$ cat config.mk
export PLATFORM = sky130hd
export DESIGN_NAME = dvm_address_mapper
export DESIGN_NICKNAME = d
export VERILOG_FILES = /design/src/shared/dvm_addr_pkg.sv /design/src/dvm_address_mapper.sv /design/src/dvm_size_check.sv
export SDC_FILE = /design/constraint.sdc
export NUM_CORES = 1
export LEC_CHECK = 0
export BUFFER_PORTS_ARGS = -buffer_cell sky130_fd_sc_hd__clkbuf_2
export CORE_AREA = 2 2 196 198
export DETAILED_ROUTE_END_ITERATION = 16
export DIE_AREA = 0 0 198 200
export PLACE_DENSITY = 0.59
export SETUP_SLACK_MARGIN = 0.15
export SLEW_MARGIN = 20
export SYNTH_ARGS = -nofsm -noshare
export SYNTH_HDL_FRONTEND = slang
export SYNTH_SLANG_ARGS = --single-unit
$ cat constraint.sdc
create_clock -name ref_clk_i -period 0.8 [get_ports ref_clk_i]
set_input_delay 0 -clock ref_clk_i [delete_from_list [all_inputs] [get_ports ref_clk_i]]
set_output_delay 0 -clock ref_clk_i [all_outputs]
set_load 0.03 [all_outputs]
$ cat src/shared/dvm_addr_pkg.sv
/*
 * package for the two-part maintenance message address mapper:
 * address field positions, supported sizes and carrier structs.
 * assumes a 48-bit wide read address bus on the issuing side.
 */
`default_nettype none
package dvm_addr_pkg;
    localparam int unsigned BUS_AW = 48;
    localparam int unsigned VA_W = 57;
    localparam int unsigned PA_W = 48;
    // supported physical/virtual widths
    localparam int unsigned SZ_32 = 32;
    localparam int unsigned SZ_40 = 40;
    localparam int unsigned SZ_41 = 41;
    localparam int unsigned SZ_44 = 44;
    localparam int unsigned SZ_48 = 48;
    localparam int unsigned SZ_49 = 49;
    localparam int unsigned SZ_57 = 57;
    // first transaction control bit positions
    localparam int unsigned BIT_MORE = 0;
    localparam int unsigned BIT_ADDRESS_SPACE_IDENTIFIER_VLD = 5;
    localparam int unsigned BIT_VIRTUAL_MACHINE_IDENTIFIER_VLD = 6;
    localparam int unsigned TYPE_LO = 12;
    localparam logic [2:0] TYPE_HINT = 3'h6;
    localparam logic [BUS_AW-1:0] ADDR_RST = 48'h0000_0000_0000;

    typedef enum logic [1:0] {
        MSG_VA,
        MSG_PA,
        MSG_NONE
    } msg_form_e;

    // message fields handed in by the issuer
    typedef struct packed {
        msg_form_e form;
        logic [15:0] address_space_identifier;
        logic [7:0] virtual_machine_identifier;
        logic [VA_W-1:0] va;
        logic [PA_W-1:0] pa;
        logic [15:0] ctrl; // first transaction bits 15:0
    } dvm_msg_s;

    // two bus addresses produced for one message
    typedef struct packed {
        logic [BUS_AW-1:0] first;
        logic [BUS_AW-1:0] second;
        logic two_part;
    } dvm_pair_s;
endpackage
`default_nettype wire

$ cat src/dvm_address_mapper.sv
/*
 * packs and unpacks two-part maintenance message addresses for every
 * supported physical/virtual width pair.
 * pack and unpack results are registered; valids follow their requests one cycle later.
 * assumes handshake and message type handling live outside; one clock.
 * assumes the width parameters are fixed for a build, so the size
 * status is a constant once reset is released.
 * assumes ctrl carries first-transaction bits 15:0 as the issuer wants
 * them, bit 0 excepted, which the mapper drives itself.
 */
`default_nettype none
module dvm_address_mapper
    import dvm_addr_pkg::*;
#(
    parameter int unsigned PA_BITS = 48,
    parameter int unsigned VA_BITS = 57,
    parameter bit VERSION8 = 1'b1,
    parameter bit ASID16 = 1'b1
) (
    // clock and reset
    input wire logic ref_clk_i,
    input wire logic nrst_i,
    // pack side
    input wire logic pack_req_i,
    input wire dvm_msg_s msg_i,
    output dvm_pair_s pair_o,
    output logic pair_vld_o,
    // unpack side
    input wire logic unpack_req_i,
    input wire dvm_pair_s rx_pair_i,
    input wire logic rx_is_pa_i,
    output dvm_msg_s rx_msg_o,
    output logic rx_vld_o,
    // status
    output logic size_ok_o,
    output logic size_err_o
);
    logic ok;
    dvm_pair_s pair_d;
    dvm_msg_s rx_d;
    logic [VA_W-1:0] va_mask;

    // upper address groups that exist for this build's widths
    localparam bit WIDE_VA = (VA_BITS > SZ_32);
    localparam bit HAS_PA40 = (PA_BITS >= SZ_40);
    localparam bit HAS_PA44 = (PA_BITS >= SZ_44);
    localparam bit HAS_PA48 = (PA_BITS >= SZ_48);

    // width pair legality, fixed for a build
    dvm_size_check u_check (
        .pa_bits_i(6'(PA_BITS)),
        .va_bits_i(6'(VA_BITS)),
        .v8_i(VERSION8),
        .ok_o(ok)
    );

    // mask of bits that exist for a given width
    function automatic logic [VA_W-1:0] width_mask(input int unsigned w);
        width_mask = (w >= VA_W) ? '1 : ((VA_W'(1) << w) - VA_W'(1));
    endfunction

    // hint messages are exempt from the identifier-valid clears
    function automatic logic is_hint(input logic [15:0] ctrl);
        is_hint = (ctrl[TYPE_LO +: 3] == TYPE_HINT);
    endfunction

    // virtual bits this build keeps on receive
    assign va_mask = width_mask(VA_BITS);

    // pack one message into its two bus addresses
    always_comb begin
        logic hint;
        logic wide;
        hint = 1'b0;
        wide = WIDE_VA;
        pair_d = '0;
        hint = is_hint(msg_i.ctrl);
        pair_d.first[15:0] = msg_i.ctrl;
        pair_d.first[BIT_MORE] = 1'b1;
        pair_d.two_part = 1'b1;
        if (msg_i.form == MSG_PA) begin
            // virtual index, everything above 31 left zero
            pair_d.first[31:24] = msg_i.va[27:20];
            pair_d.first[23:16] = msg_i.va[19:12];
            pair_d.second[31:4] = msg_i.pa[31:4];
            // only the groups that the physical width reaches are sent
            if (HAS_PA40) pair_d.second[39:32] = msg_i.pa[39:32];
            if (HAS_PA44) pair_d.second[43:40] = msg_i.pa[43:40];
            if (HAS_PA48) pair_d.second[47:44] = msg_i.pa[47:44];
        end else if (msg_i.form == MSG_VA) begin
            pair_d.first[31:24] = msg_i.virtual_machine_identifier;
            pair_d.first[23:16] = msg_i.address_space_identifier[7:0];
            // high identifier byte only where a wide bus can carry it
            if (VERSION8 && ASID16 && wide && HAS_PA40) begin
                pair_d.first[39:32] =
                    msg_i.address_space_identifier[15:8];
            end // otherwise stays zero
            // upper virtual bits are split across both parts and shifted
            // by one, so a narrower receiver just drops whole groups
            if (HAS_PA44) pair_d.first[43:40] = msg_i.va[48:45];
            if (HAS_PA48) pair_d.first[47:44] = msg_i.va[56:53];
            pair_d.second[31:4] = msg_i.va[31:4];
            if (wide) begin
                pair_d.second[3] = msg_i.va[40];
                pair_d.second[39:32] = msg_i.va[39:32];
                if (HAS_PA44) pair_d.second[43:40] = msg_i.va[44:41];
                if (HAS_PA48) pair_d.second[47:44] = msg_i.va[52:49];
            end // 32-bit virtual leaves 39:32 and bit 3 zero
        end else begin
            // single-part message, no second address
            pair_d.first[BIT_MORE] = 1'b0;
            pair_d.two_part = 1'b0;
        end
        // zero clears come after every field write, so they win over any field; hint exempt
        if (!hint && !msg_i.ctrl[BIT_ADDRESS_SPACE_IDENTIFIER_VLD]) begin
            pair_d.first[23:16] = 8'h00;
            pair_d.first[39:32] = 8'h00;
        end
        if (!hint && !msg_i.ctrl[BIT_VIRTUAL_MACHINE_IDENTIFIER_VLD]) begin
            pair_d.first[31:24] = 8'h00;
        end
        // unsupported widths: nothing packed and no valid
        if (!ok) begin
            pair_d = '0;
        end
    end

    // unpack a received pair, dropping unsupported bits
    always_comb begin
        rx_d = '0;
        rx_d.ctrl = rx_pair_i.first[15:0];
        if (!rx_pair_i.two_part) begin
            rx_d.form = MSG_NONE;
        end else if (rx_is_pa_i) begin
            rx_d.form = MSG_PA;
            // virtual index only; physical form carries no identifiers
            rx_d.va[27:12] = rx_pair_i.first[31:16];
            rx_d.pa[BUS_AW-1:4] = rx_pair_i.second[BUS_AW-1:4];
            rx_d.pa = rx_d.pa & PA_W'(width_mask(PA_BITS));
        end else begin
            rx_d.form = MSG_VA;
            rx_d.virtual_machine_identifier = rx_pair_i.first[31:24];
            rx_d.address_space_identifier = {rx_pair_i.first[39:32],
                                             rx_pair_i.first[23:16]};
            rx_d.va[56:53] = rx_pair_i.first[47:44];
            rx_d.va[48:45] = rx_pair_i.first[43:40];
            rx_d.va[52:49] = rx_pair_i.second[47:44];
            rx_d.va[44:41] = rx_pair_i.second[43:40];
            rx_d.va[40] = rx_pair_i.second[3];
            rx_d.va[39:4] = rx_pair_i.second[39:4];
            // bits beyond this build's virtual width are dropped; a wider
            // sender's extra bits only cause over-invalidation
            rx_d.va = rx_d.va & va_mask;
            if (!ASID16) begin
                rx_d.address_space_identifier[15:8] = 8'h00;
            end
        end
    end

    // registered pack result
    // data holds between requests so a slow far side still sees it
    always_ff @(posedge ref_clk_i or negedge nrst_i) begin
        if (!nrst_i) begin
            pair_o <= '0;
            pair_vld_o <= 1'b0;
        end else begin
            pair_vld_o <= pack_req_i && ok;
            if (pack_req_i) begin
                pair_o <= pair_d;
            end
        end
    end

    // registered unpack result
    // valid only for supported widths; data zero otherwise
    always_ff @(posedge ref_clk_i or negedge nrst_i) begin
        if (!nrst_i) begin
            rx_msg_o <= '0;
            rx_vld_o <= 1'b0;
        end else begin
            rx_vld_o <= unpack_req_i && ok;
            if (unpack_req_i) begin
                rx_msg_o <= ok ? rx_d : '0;
            end
        end
    end

    // size status
    // constant from the first edge on, as the widths are fixed
    always_ff @(posedge ref_clk_i or negedge nrst_i) begin
        if (!nrst_i) begin
            size_ok_o <= 1'b0;
            size_err_o <= 1'b0;
        end else begin
            size_ok_o <= ok;
            size_err_o <= !ok;
        end
    end
endmodule
`default_nettype wire

$ cat src/dvm_size_check.sv
/*
 * checks a physical/virtual width pair against the supported set.
 * assumes widths are constant during operation.
 */
`default_nettype none
module dvm_size_check
    import dvm_addr_pkg::*;
(
    // configuration
    input wire logic [5:0] pa_bits_i,
    input wire logic [5:0] va_bits_i,
    input wire logic v8_i,
    // result
    output logic ok_o
);
    // legal pairs, version 7 limited to 32-bit virtual
    always_comb begin
        ok_o = 1'b0;
        if (va_bits_i == 6'(SZ_32) &&
            (pa_bits_i == 6'(SZ_32) || pa_bits_i == 6'(SZ_40))) begin
            ok_o = 1'b1;
        end else if (v8_i) begin
            ok_o = (pa_bits_i == 6'(SZ_40) && va_bits_i == 6'(SZ_41)) ||
                   (pa_bits_i == 6'(SZ_44) && va_bits_i == 6'(SZ_49)) ||
                   (pa_bits_i == 6'(SZ_48) && va_bits_i == 6'(SZ_57));
        end
    end
endmodule
`default_nettype wire

==> impl_summary.log, run 1 <==
INFO  metric syn_area = 9223 um2
INFO  metric async_reset_ff_frac = 1.000
INFO  metric crit_path_max_fanout = 2
INFO  metric hpwlAfterDp = 23.24 mm
INFO  metric clock-skew-final = 0 ns
INFO  metric violations = negative hold slack, negative setup slack
INFO  metric area_overhead_of_the_layout_relative_to_synthesis = 115.5%
INFO  metric detailroute.wirelength.met3 = 3.265 mm
INFO  metric die-area = 39600 um2
INFO  metric path_delay_family = flip-flops
INFO  metric clk_pin_slew_worst_paths = 0.06 ns
INFO  metric timing.max_cap.violations = 0
INFO  metric grt_pass1_wl = 55.33 mm
INFO  metric max_freq = 867.4 MHz
INFO  metric grt_overflow_total = 0
INFO  metric floorplan.initialDensity = 0.2466
INFO  metric cp_data_arrival_time = 1.15 ns
INFO  metric cts_root_buf = sky130_fd_sc_hd__clkbuf_16
INFO  metric post_synth_num_cell_types = 25
INFO  metric routed_wl = 41.50 mm
INFO  metric cp.buffers_inverters = 1
INFO  metric route.detailed.vias_per_inst = 4.676
INFO  metric grt_start_max_net_pins = 62
INFO  metric drive_above_1_share = 0.6760
INFO  metric route.antenna.remaining_nets = 0
INFO  metric hp-class = in2reg
INFO  metric cp_slowest_stage_delay = 0.46 ns
INFO  metric clockBufferDepth = 3
INFO  metric worstSetupEndpointType = output pin
INFO  metric die-width = 198 um
INFO  metric crit_path_start_kind = register
INFO  metric layout_min_cycle_time = 1.153 ns
INFO  metric timing.critical_path.slowest_stage_cell = sky130_fd_sc_hd__dfrtp_2
INFO  metric p_leak = 9.117 nW
INFO  metric drt_drc_violations_left = 0
INFO  metric floorplan.rows = 71
INFO  metric floorplan.io_pins = 497
INFO  metric layout_setup_ws = -0.3528 ns
INFO  metric rsz0062_at_grt = true
INFO  metric detailedRoute.firstIterationViolations = 291
INFO  metric detailroute.via_count = 9250
INFO  metric h-tree-depth = 1
INFO  metric timing.max_slew.rel_slack = 0.6125
INFO  metric cts-buffers-inserted = 26
INFO  metric final_net_count = 1696
INFO  metric tightestPinTransition = 0.5812 ns
INFO  metric post_synth_inst_count = 622
INFO  metric place_congestion = 0.8180
INFO  metric routed-wl-met2 = 20.73 mm
INFO  metric ys_seq_area_frac = 0.6376
INFO  metric met1_wire_length = 15.51 mm
INFO  metric status = finished, violations left
INFO  metric final-max-slew-violation-count = 0
INFO  metric critPathKind = reg2out
INFO  metric cts_tree = yes
INFO  metric synth.avg_cell_area = 14.83 um2
INFO  metric drt_pre_antenna_iters = 5
INFO  metric wire_length_per_cell = 20.98 um
INFO  metric antenna_found_initial = 1
INFO  metric leading_register_cell_type_out_of_synthesis = sky130_fd_sc_hd__dfrtp_1
INFO  metric synth-seq-cells = 235
INFO  metric clock-sinks = 235
INFO  metric report.final.setup_viol = 290
INFO  metric pwr_density_cell = 1763 nW/um2
INFO  metric grt_pass1_vias = 9728
INFO  metric final.hold.worst_slack = -0.1603 ns
INFO  metric total_power = 0.03505 W
INFO  metric synth_edf_count = 0
INFO  metric finish.utilization = 0.5315
INFO  metric synth_warnings = 0
INFO  metric dieHeight = 200 um
INFO  metric layout_worst_path_cycle_share = 1.441
INFO  metric gr-usage-all-layers = 0.1797
INFO  metric vdd_ir_drop_max = 1.382 mV
INFO  metric timing_hold_violations_final = 24
INFO  metric critical_path_cell_list = buf_8
INFO  metric critical_path_data_required_time = 0.80 ns
INFO  metric core_region_area = 37400 um2
INFO  metric placement.io_buffers = 472
INFO  metric clk-insertion-delay-late = 0.52 ns
INFO  metric topRoutingLayerUsed = met4
-- metal layers --
metal,vias to the layer above,GRT usage
li1,4011,-
met1,4617,0.2020
met2,504,0.3160
met3,118,0.04872
met4,0,0.08800
met5,-,0
-- registers in the layout, indices dropped and copies added, names as in the netlist --
| name | flops |
|---|---|
| pair_o | 93 |
| rx_msg_o | 139 |
| rx_vld_o | 1 |
| size_ok_o | 1 |
| pair_vld_o | 1 |
-- synth_stat cells, types with 2 or more instances --
master	n	area (um2)
sky130_fd_sc_hd__buf_2	26	130.1
sky130_fd_sc_hd__o2bb2ai_1	76	665.6
sky130_fd_sc_hd__o21ai_1	2	10.01
sky130_fd_sc_hd__a22o_1	122	1069
sky130_fd_sc_hd__conb_1	2	7.510
sky130_fd_sc_hd__buf_4	24	180.2
sky130_fd_sc_hd__clkbuf_1	12	45.04
sky130_fd_sc_hd__a21o_1	2	15.01
sky130_fd_sc_hd__dfrtp_1	235	5881
sky130_fd_sc_hd__mux2_2	31	349.1
sky130_fd_sc_hd__mux2i_1	76	760.7
-- cells in the final DEF, fill, tap and decap left out, types with 2 or more instances in the layout --
cell                            netlist  routed
sky130_fd_sc_hd__buf_8                0     235
sky130_fd_sc_hd__dlygate4sd3_1        0     233
sky130_fd_sc_hd__clkbuf_2             0     233
sky130_fd_sc_hd__dfrtp_2              0     230
sky130_fd_sc_hd__a22o_1             122     122
sky130_fd_sc_hd__mux2i_1             76      75
sky130_fd_sc_hd__buf_6                1      71
sky130_fd_sc_hd__o2bb2ai_2            0      61
sky130_fd_sc_hd__buf_4               24      60
sky130_fd_sc_hd__clkbuf_16            0      27
sky130_fd_sc_hd__mux2_2              31      23
sky130_fd_sc_hd__buf_12               0      18
sky130_fd_sc_hd__conb_1               2      13
sky130_fd_sc_hd__clkbuf_1            12      13
sky130_fd_sc_hd__o2bb2ai_4            0       8
sky130_fd_sc_hd__mux2_4               0       8
sky130_fd_sc_hd__o2bb2ai_1           76       7
sky130_fd_sc_hd__dfrtp_1            235       5
sky130_fd_sc_hd__clkbuf_8             0       4
sky130_fd_sc_hd__clkinv_2             0       3
sky130_fd_sc_hd__a21o_1               2       2
-- layout make-up --
| class | instances | area (um2) |
|---|---|---|
| Clock buffer | 44 | 779.5 |
| Inverter | 2 | 10.01 |
| Multi-Input combinational cell | 332 | 3600 |
| Sequential cell | 235 | 6168 |
| Antenna cell | 1 | 2.502 |
| Tap cell | 511 | 639.4 |
| Fill cell | 2827 | 17520 |
| Clock inverter | 3 | 42.54 |
| Timing Repair Buffer | 850 | 8637 |
-- repair_timing --
item,CTS,global route
cloned,0,0
resized for setup,505,361
hold buffers,233,1
hold endpoints to repair,468,29
buffers inserted,29,50
pin swaps,10,4
endpoints found under the setup margin,411,467
-- worst paths after layout --
kind,from,end,slack (ns),cells past startpoint
worst max-delay path,rx_msg_o[116],rx_msg_o[116],-0.35,1
worst min register to register,pair_o[10],pair_o[10],0.51,1
worst min-delay path,pack_req_i,pair_o[54],-0.16,2
max in group asynchronous,nrst_i,pair_o[49],0.32,4
worst max register to register,pair_o[62],pair_o[62],-0.24,3
min in group asynchronous,nrst_i,pair_o[79],-0.13,2
-- stage by stage --
step / TNS, ns / setup slack [ns] / std cells / instance area (um2)
final: -73.39 / -0.3528 / 1978 / 19880
after global placement: -43.39 / -0.3432 / 1618 / 12930
after global routing: -82.86 / -0.3817 / 1978 / 19880
after CTS: -78.23 / -0.3798 / 1927 / 18530
after floorplan: -2.253 / -0.04668 / 633 / 9676
after detailed placement: -46.36 / -0.3458 / 1618 / 12930
-- logic make-up (layout without fill, tap and decap cells) --
group	Yosys count	after routing	synth area share
buf+inv	66	899	0.04097
other cells	2	14	0.0008143
simple gates	8	8	0.007328
mux	107	107	0.1203
flops	235	235	0.6376
compound gates	204	204	0.1929
-- where the power goes --
| group | total, W | switching, W | internal [W] |
|---|---|---|---|
| Sequential | 0.0138 | 0.000949 | 0.0129 |
| Combinational | 0.00949 | 0.00441 | 0.00508 |
| Clock | 0.0117 | 0.00482 | 0.00690 |
| Total | 0.0351 | 0.0102 | 0.0249 |
No activity file was read; power rests on OpenSTA's default activity.
==> run 2, diff against run 1 <==
--- a/config.mk
+++ b/config.mk
@@ -6,10 +6,10 @@
 export NUM_CORES = 1
 export LEC_CHECK = 0
 export BUFFER_PORTS_ARGS = -buffer_cell sky130_fd_sc_hd__clkbuf_2
-export CORE_AREA = 2 2 196 198
+export CORE_AREA = 2 2 195 197
 export DETAILED_ROUTE_END_ITERATION = 16
-export DIE_AREA = 0 0 198 200
-export PLACE_DENSITY = 0.59
+export DIE_AREA = 0 0 197 199
+export PLACE_DENSITY = 0.6
 export SETUP_SLACK_MARGIN = 0.15
 export SLEW_MARGIN = 20
 export SYNTH_ARGS = -nofsm -noshare
==> constraint.sdc (replaced) <==
create_clock -name ref_clk_i -period 1.4 [get_ports ref_clk_i]
set_input_delay 0 -clock ref_clk_i [delete_from_list [all_inputs] [get_ports ref_clk_i]]
set_output_delay 0 -clock ref_clk_i [all_outputs]
set_load 0.03 [all_outputs]
==> run 2 against run 1 <==
Net effect:
- the run now ends clean
- die area decreased by 1.0%
- non-clock buffer count decreased by 104
- critical path depth increased by 4
- critical endpoint is now pair_o[49]
==> impl_summary.log, run 2 (synthesis results as in run 1) <==
INFO  metric ff2ff_path_depth = 1 (-2)
INFO  metric pwr_density_cell = 1164 nW/um2 (-34%)
INFO  metric drt_drc_violations_left = 0 (unchanged)
INFO  metric floorplan.initialDensity = 0.2484 (+0.001770)
INFO  metric place_congestion = 0.8036 (-1.8%)
INFO  metric cp_data_arrival_time = 1.64 ns (+0.49 ns)
INFO  metric floorplan.rows = 71 (unchanged)
INFO  metric status = completed
INFO  metric clock-skew-final = 0 ns (unchanged)
INFO  metric placement.io_buffers = 472 (unchanged)
INFO  metric timing.max_cap.violations = 0 (unchanged)
INFO  metric worstSetupEndpointType = register
INFO  metric fin_setup_tns = 0 ns (+73.39 ns)
INFO  metric crit_path_start_kind = primary input
INFO  metric tightestPinTransition = 0.7071 ns (+0.1259 ns)
INFO  metric cts-buffers-inserted = 26 (unchanged)
INFO  metric holdCritStartpoint = rx_is_pa_i
INFO  metric drt_pre_antenna_iters = 4 (-1)
INFO  metric clk_pin_slew_worst_paths = 0.06 ns (about the same)
INFO  metric hold_end = rx_msg_o[130]
INFO  metric grt_overflow_total = 0 (unchanged)
INFO  metric worst_r2r_startpoint = rx_msg_o[15]
INFO  metric routed_wl = 34.65 mm (-17%)
INFO  metric wire_length_per_cell = 18.86 um (-10%)
INFO  metric largest_register_ff_count = 139 (unchanged)
INFO  metric comb_power_share = 0.208 (-0.063)
INFO  metric route.detailed.vias_per_inst = 4.562 (-2.5%)
INFO  metric hpwlAfterDp = 22.86 mm (-1.6%)
INFO  metric internal_power = 0.01285 W (-48%)
INFO  metric final-max-slew-violation-count = 0 (unchanged)
INFO  metric layout_min_cycle_time = 1.218 ns
INFO  metric vdd_ir_drop_max = 0.8054 mV (-42%)
INFO  metric layout_common_cells = sky130_fd_sc_hd__clkbuf_2 (468), sky130_fd_sc_hd__dlygate4sd3_1 (250), sky130_fd_sc_hd__dfrtp_1 (235)
INFO  metric pre_cts_slack = 0.09544 ns (+0.4412 ns)
INFO  metric area_overhead_of_the_layout_relative_to_synthesis = 68.31%
INFO  metric detailedRoute.firstIterationViolations = 219 (-25%)
INFO  metric clock-sinks = 235 (unchanged)
INFO  metric h-tree-depth = 1 (unchanged)
INFO  metric r2r_endpoint = rx_msg_o[15]
INFO  metric clk-insertion-delay-late = 0.52 ns (about the same)
INFO  metric drive_above_1_share = 0.4206 (-0.2554)
INFO  metric detailroute.via_count = 8380 (-9.4%)
INFO  metric clockBufferDepth = 3 (unchanged)
INFO  metric grt_start_max_net_pins = 125 (+100%)
INFO  metric rsz0062_at_grt = false
INFO  metric net-switching-power = 0.005214 W (-49%)
INFO  metric min_delay_path_depth = 4 (+2)
INFO  metric cts_tree = yes
INFO  metric power.share.clock = 0.373 (+0.038)
INFO  metric timing.max_slew.rel_slack = 0.5254 (-0.08710)
INFO  metric n_fill_cell = 3382 (+20%)
INFO  metric max_freq = 821.3 MHz
INFO  metric grt_pass1_wl = 51.86 mm (-6.3%)
INFO  metric floorplan.io_pins = 497 (unchanged)
INFO  metric timing_hold_violations_final = 0 (-100%)
INFO  metric critical_path_data_required_time = 1.83 ns (+1.03 ns)
INFO  metric dieHeight = 199 um (-0.50%)
INFO  metric die-area = 39200 um2 (-1.0%)
INFO  metric report.final.setup_viol = 0 (-100%)
INFO  metric antenna_found_initial = 3 (+2)
INFO  metric cts_root_buf = sky130_fd_sc_hd__clkbuf_16
INFO  metric pwr-share-seq = 0.419 (+0.024)
INFO  metric final_net_count = 1592 (-6.1%)
INFO  metric worst-r2r-setup-slack = 0.60 ns (+0.84 ns)
INFO  metric crit_path_max_fanout = 7 (+5)
INFO  metric grt_pass1_vias = 8962 (-7.9%)
INFO  metric layout.area.seq = 5881 um2 (-4.7%)
INFO  metric final_common_cell = sky130_fd_sc_hd__clkbuf_2
INFO  metric route.antenna.remaining_nets = 0 (unchanged)
INFO  metric die-width = 197 um (-0.51%)
INFO  metric hp-class = in2reg
INFO  metric biggest_register = rx_msg_o
INFO  metric p_sw_frac = 0.2886 (-0.001850)
INFO  metric core_region_area = 37130 um2 (-0.71%)
INFO  metric gr-usage-all-layers = 0.1701 (-0.009573)
INFO  metric layout_worst_path_cycle_share = 0.8698
INFO  metric critPathKind = in2reg
INFO  metric multi_input_area = 3007 um2 (-16%)
INFO  metric largestRegisters = rx_msg_o: 139 flops, pair_o: 93 flops
INFO  metric p_leak = 7.959 nW (-13%)
INFO  metric layout_setup_ws = 0.1823 ns (+0.5352 ns)
INFO  metric finish.utilization = 0.4180 (-0.1135)
## run 2: final cells by class
cell class | instances | area share
flip-flops and latches | 235 | 0.3788
diodes | 3 | 0.0004836
clock inverters | 5 | 0.003627
well taps | 474 | 0.03821
repair buffers | 746 | 0.3340
inverters | 2 | 0.0005642
clock buffers | 40 | 0.05054
multi-input cells | 332 | 0.1937
## run 2: worst max-delay path by stage
stage                             start            end  slack [ns]  cells past startpoint
after detailed placement      msg_i[14]     pair_o[66]         0.1                      4
after global routing      rx_msg_o[116]  rx_msg_o[116]        0.16                      1
final                        pack_req_i     pair_o[49]        0.18                      5
after floorplan            unpack_req_i   rx_msg_o[54]        0.46                      5
after global placement        msg_i[12]     pair_o[65]        0.16                      4
after CTS                  rx_msg_o[62]   rx_msg_o[62]        0.15                      1
## run 2: metal layers
metal / global-route usage / vias to the layer above / wire (um)
li1: - / 3802 / -
met1: 0.2004 / 4111 / 13510
met2: 0.2994 / 403 / 17370
met3: 0.04103 / 62 / 2670
met4: 0.06600 / 2 / 1083
met5: 0 / - / 17
## run 2: repair_timing
action / 4_1_cts / 5_1_grt
hold buffers: 250 / 0
endpoints found under the hold margin: 468 / 0
endpoints found under the setup margin: 0 / 61
buffers inserted: 0 / 0
gates resized for setup: 0 / 5
## run 2: metrics by stage
step	total power, W	cells	area (um2)	hold WS [ns]
after floorplan	0.009441	633	9264	-0.2956
after global placement	0.01075	1539	12160	-0.06016
after detailed placement	0.01078	1539	12160	-0.05819
after CTS	0.01828	1834	15500	0.08494
after global routing	0.01887	1836	15520	0.1031
final	0.01807	1837	15520	0.08668
## run 2: critical path, cell delays in order
cell,delay (ns)
sky130_fd_sc_hd__dlygate4sd3_1,0.53
sky130_fd_sc_hd__clkbuf_2,0.19
sky130_fd_sc_hd__nor2b_1,0.19
sky130_fd_sc_hd__dlygate4sd3_1,0.57
sky130_fd_sc_hd__a21o_1,0.15
## run 2: power groups by stage
| stage | combinational, W | clock, W | sequential, W |
|---|---|---|---|
| global route | 0.00399 | 0.00726 | 0.00761 |
| detailed placement | 0.00312 | 0 | 0.00766 |
| global placement | 0.00309 | 0 | 0.00766 |
| CTS | 0.00373 | 0.00699 | 0.00755 |
| finish | 0.00376 | 0.00674 | 0.00756 |
| floorplan | 0.000842 | 0 | 0.00860 |
==> run 3, diff against run 2 <==
--- a/config.mk
+++ b/config.mk
@@ -6,10 +6,10 @@
 export NUM_CORES = 1
 export LEC_CHECK = 0
 export BUFFER_PORTS_ARGS = -buffer_cell sky130_fd_sc_hd__clkbuf_2
-export CORE_AREA = 2 2 195 197
+export CORE_AREA = 2 2 196 198
 export DETAILED_ROUTE_END_ITERATION = 16
-export DIE_AREA = 0 0 197 199
-export PLACE_DENSITY = 0.6
+export DIE_AREA = 0 0 198 200
+export PLACE_DENSITY = 0.59
 export SETUP_SLACK_MARGIN = 0.15
 export SLEW_MARGIN = 20
 export SYNTH_ARGS = -nofsm -noshare
==> constraint.sdc (replaced) <==
create_clock -name ref_clk_i -period 1.2 [get_ports ref_clk_i]
set_input_delay 0 -clock ref_clk_i [delete_from_list [all_inputs] [get_ports ref_clk_i]]
set_output_delay 0 -clock ref_clk_i [all_outputs]
set_load 0.03 [all_outputs]
==> run 3 against run 2 <==
Net effect:
- the flow now finishes with violations (negative hold slack)
- global-route usage up 1.9 points
- clock-buffer cell count down 3
- cell area grew 22%
- core utilization increased by 8.9 points
- largest cell class is now non-clock buffers
==> impl_summary.log, run 3 (synthesis results as in run 1) <==
INFO  metric status = finished, violations left
INFO  metric violations = negative hold slack
INFO  metric max_freq = 873.7 MHz
INFO  metric drt_pre_antenna_iters = 5 (+1)
INFO  metric biggest_register = rx_msg_o
INFO  metric layout_common_cells = sky130_fd_sc_hd__dlygate4sd3_1 (244), sky130_fd_sc_hd__buf_8 (235), sky130_fd_sc_hd__clkbuf_2 (234)
INFO  metric grt_pass1_vias = 9852 (+9.9%)
INFO  metric clk-insertion-delay-late = 0.53 ns (about the same)
INFO  metric dieHeight = 200 um (+0.50%)
INFO  metric hp-class = in2async
INFO  metric largestRegisters = rx_msg_o: 139 flops, pair_o: 93 flops
INFO  metric layout_min_cycle_time = 1.145 ns
INFO  metric layout_setup_ws = 0.05540 ns (-0.1269 ns)
INFO  metric cts-buffers-inserted = 27 (+3.8%)
INFO  metric routed_wl = 41.62 mm (+20%)
INFO  metric floorplan.rows = 71 (unchanged)
INFO  metric pwr_density_cell = 1253 nW/um2 (+7.7%)
INFO  metric n_fill_cell = 2964 (-12%)
INFO  metric drive_above_1_share = 0.4812 (+0.06062)
INFO  metric h-tree-depth = 1 (unchanged)
INFO  metric crit_path_max_fanout = 2 (-5)
INFO  metric floorplan.initialDensity = 0.2466 (-0.001770)
INFO  metric die-area = 39600 um2 (+1.0%)
INFO  metric layout_worst_path_cycle_share = 0.9538
INFO  metric internal_power = 0.01704 W (+33%)
INFO  metric route.detailed.vias_per_inst = 4.596 (+0.76%)
INFO  metric power.share.clock = 0.365 (-0.008)
INFO  metric area_overhead_of_the_layout_relative_to_synthesis = 105.7%
INFO  metric grt_pass1_wl = 57.50 mm (+11%)
INFO  metric comb_power_share = 0.254 (+0.046)
INFO  metric route.antenna.remaining_nets = 0 (unchanged)
INFO  metric grt_start_max_net_pins = 99 (-21%)
INFO  metric busiest_layer = met2
INFO  metric final_net_count = 1720 (+8.0%)
INFO  metric placement.io_buffers = 472 (unchanged)
INFO  metric timing.max_cap.violations = 0 (unchanged)
INFO  metric antenna_found_initial = 2 (-1)
INFO  metric report.final.setup_viol = 0 (unchanged)
INFO  metric core_region_area = 37400 um2 (+0.72%)
INFO  metric critPathKind = reg2out
INFO  metric clock-sinks = 235 (unchanged)
INFO  metric met2_use_gr = 0.3393 (+0.03990)
INFO  metric cp_data_arrival_time = 1.14 ns (-0.50 ns)
INFO  metric critical_path_cell_list = buf_8
INFO  metric cts_tree = yes
INFO  metric grt.met1_usage = 0.2119 (+0.01152)
INFO  metric hpwlAfterDp = 23.93 mm (+4.7%)
INFO  metric final_common_cell = sky130_fd_sc_hd__dlygate4sd3_1
INFO  metric grt.met3_usage = 0.04940 (+0.008364)
INFO  metric cp_slowest_stage_delay = 0.45 ns (-0.12 ns)
INFO  metric rsz0062_at_grt = true
INFO  metric clk_pin_slew_worst_paths = 0.06 ns (about the same)
INFO  metric final-max-slew-violation-count = 0 (unchanged)
INFO  metric die-width = 198 um (+0.51%)
INFO  metric vdd_ir_drop_max = 0.9398 mV (+17%)
INFO  metric crit_path_start_kind = register
INFO  metric place_congestion = 0.7824 (-2.6%)
INFO  metric worst_setup_path_startpoint = rx_msg_o[115]
INFO  metric final.hold.worst_slack = -0.07809 ns (-0.1648 ns)
INFO  metric detailedRoute.firstIterationViolations = 311 (+42%)
INFO  metric finish.utilization = 0.5071 (+0.08912)
INFO  metric clock-skew-final = 0 ns (unchanged)
INFO  metric grt_overflow_total = 0 (unchanged)
INFO  metric wire_length_per_cell = 20.77 um (+10%)
INFO  metric tightestPinTransition = 0.5463 ns (-0.1607 ns)
INFO  metric path_delay_family = flip-flops
INFO  metric timing.max_slew.rel_slack = 0.6357 (+0.1103)
INFO  metric p_leak = 9.338 nW (+17%)
INFO  metric pre_cts_slack = -0.2528 ns (-0.3482 ns)
INFO  metric critical_path_data_required_time = 1.20 ns (-0.63 ns)
INFO  metric drt_drc_violations_left = 0 (unchanged)
INFO  metric fin_setup_tns = 0 ns (unchanged)
INFO  metric timing_hold_violations_final = 20 (+20)
INFO  metric clockBufferDepth = 3 (unchanged)
INFO  metric p_sw_frac = 0.2831 (-0.005498)
INFO  metric net-switching-power = 0.006729 W (+29%)
INFO  metric worstSetupEndpointType = output pin
INFO  metric floorplan.io_pins = 497 (unchanged)
INFO  metric detailroute.via_count = 9211 (+9.9%)
INFO  metric gr-usage-all-layers = 0.1891 (+0.01895)
INFO  metric pwr-share-seq = 0.382 (-0.037)
INFO  metric cp.buffers_inverters = 1 (-2)
INFO  metric largest_register_ff_count = 139 (unchanged)
INFO  metric cts_root_buf = sky130_fd_sc_hd__clkbuf_16
INFO  metric worst_r2r_startpoint = rx_msg_o[56]
INFO  metric timing.critical_path.slowest_stage_cell = sky130_fd_sc_hd__dfrtp_2
-- run 3: cell types whose count changed in the layout (fill, tap and decap cells not counted), moves of 4 or more --
| cell | previous run | this run |
|---|---|---|
| sky130_fd_sc_hd__buf_4 | 16 | 147 |
| sky130_fd_sc_hd__buf_8 | 0 | 235 |
| sky130_fd_sc_hd__clkbuf_2 | 468 | 234 |
| sky130_fd_sc_hd__clkinv_2 | 3 | 8 |
| sky130_fd_sc_hd__dfrtp_1 | 235 | 231 |
| sky130_fd_sc_hd__dfrtp_2 | 0 | 4 |
| sky130_fd_sc_hd__dlygate4sd3_1 | 250 | 244 |
-- run 3: power by group through the flow --
| stage | clock [W] | sequential [W] | combinational [W] |
|---|---|---|---|
| finish | 0.00867 | 0.00907 | 0.00603 |
| global placement | 0 | 0.00893 | 0.00368 |
| floorplan | 0 | 0.0100 | 0.000983 |
| CTS | 0.00881 | 0.00889 | 0.00540 |
| global route | 0.00923 | 0.00912 | 0.00630 |
| detailed placement | 0 | 0.00894 | 0.00371 |
-- run 3: final timing paths --
path	slack, ns	cells past startpoint	endpoint
worst max register to register	0.19	3	rx_msg_o[56]
worst min-delay path	-0.08	2	pair_o[49]
worst min register to register	0.53	1	pair_o[79]
worst max-delay path	0.06	1	rx_msg_o[115]
max in group asynchronous	0.60	4	pair_o[35]
min in group ref_clk_i	0.02	3	pair_o[14]
-- run 3: repair_timing --
item                       in CTS  in global routing
buffers inserted               40                 76
gates resized for setup       472                243
hold endpoints to repair      468                 41
hold buffers                  247                 14
setup endpoints to repair     236                289
-- run 3: final cells by class --
| class | count | area [um2] | share of cell area |
|---|---|---|---|
| Clock buffer | 37 | 773.2 | 0.04077 |
| Tap cell | 511 | 639.4 | 0.03371 |
| Sequential cell | 235 | 5886 | 0.3103 |
| Clock inverter | 11 | 155.1 | 0.008180 |
| Inverter | 2 | 11.26 | 0.0005937 |
| Antenna cell | 3 | 7.507 | 0.0003958 |
| Timing Repair Buffer | 873 | 8482 | 0.4472 |
| Multi-Input combinational cell | 332 | 3013 | 0.1588 |
-- run 3: per-stage QoR --
| stage | hold slack, ns | power, W | cell area [um2] | std cells |
|---|---|---|---|---|
| floorplan | -0.2956 | 0.01101 | 9264 | 633 |
| global placement | -0.1418 | 0.01261 | 12350 | 1593 |
| detailed placement | -0.1439 | 0.01265 | 12350 | 1593 |
| CTS | -0.1671 | 0.02310 | 18110 | 1928 |
| global route | -0.07999 | 0.02465 | 18960 | 2003 |
| finish | -0.07809 | 0.02376 | 18970 | 2004 |
-- run 3: layer usage --
metal	up-vias	part of all wire
met1	4564	0.37
li1	4049	-
met5	-	0
met3	105	0.084
met2	493	0.50
met4	0	0.047
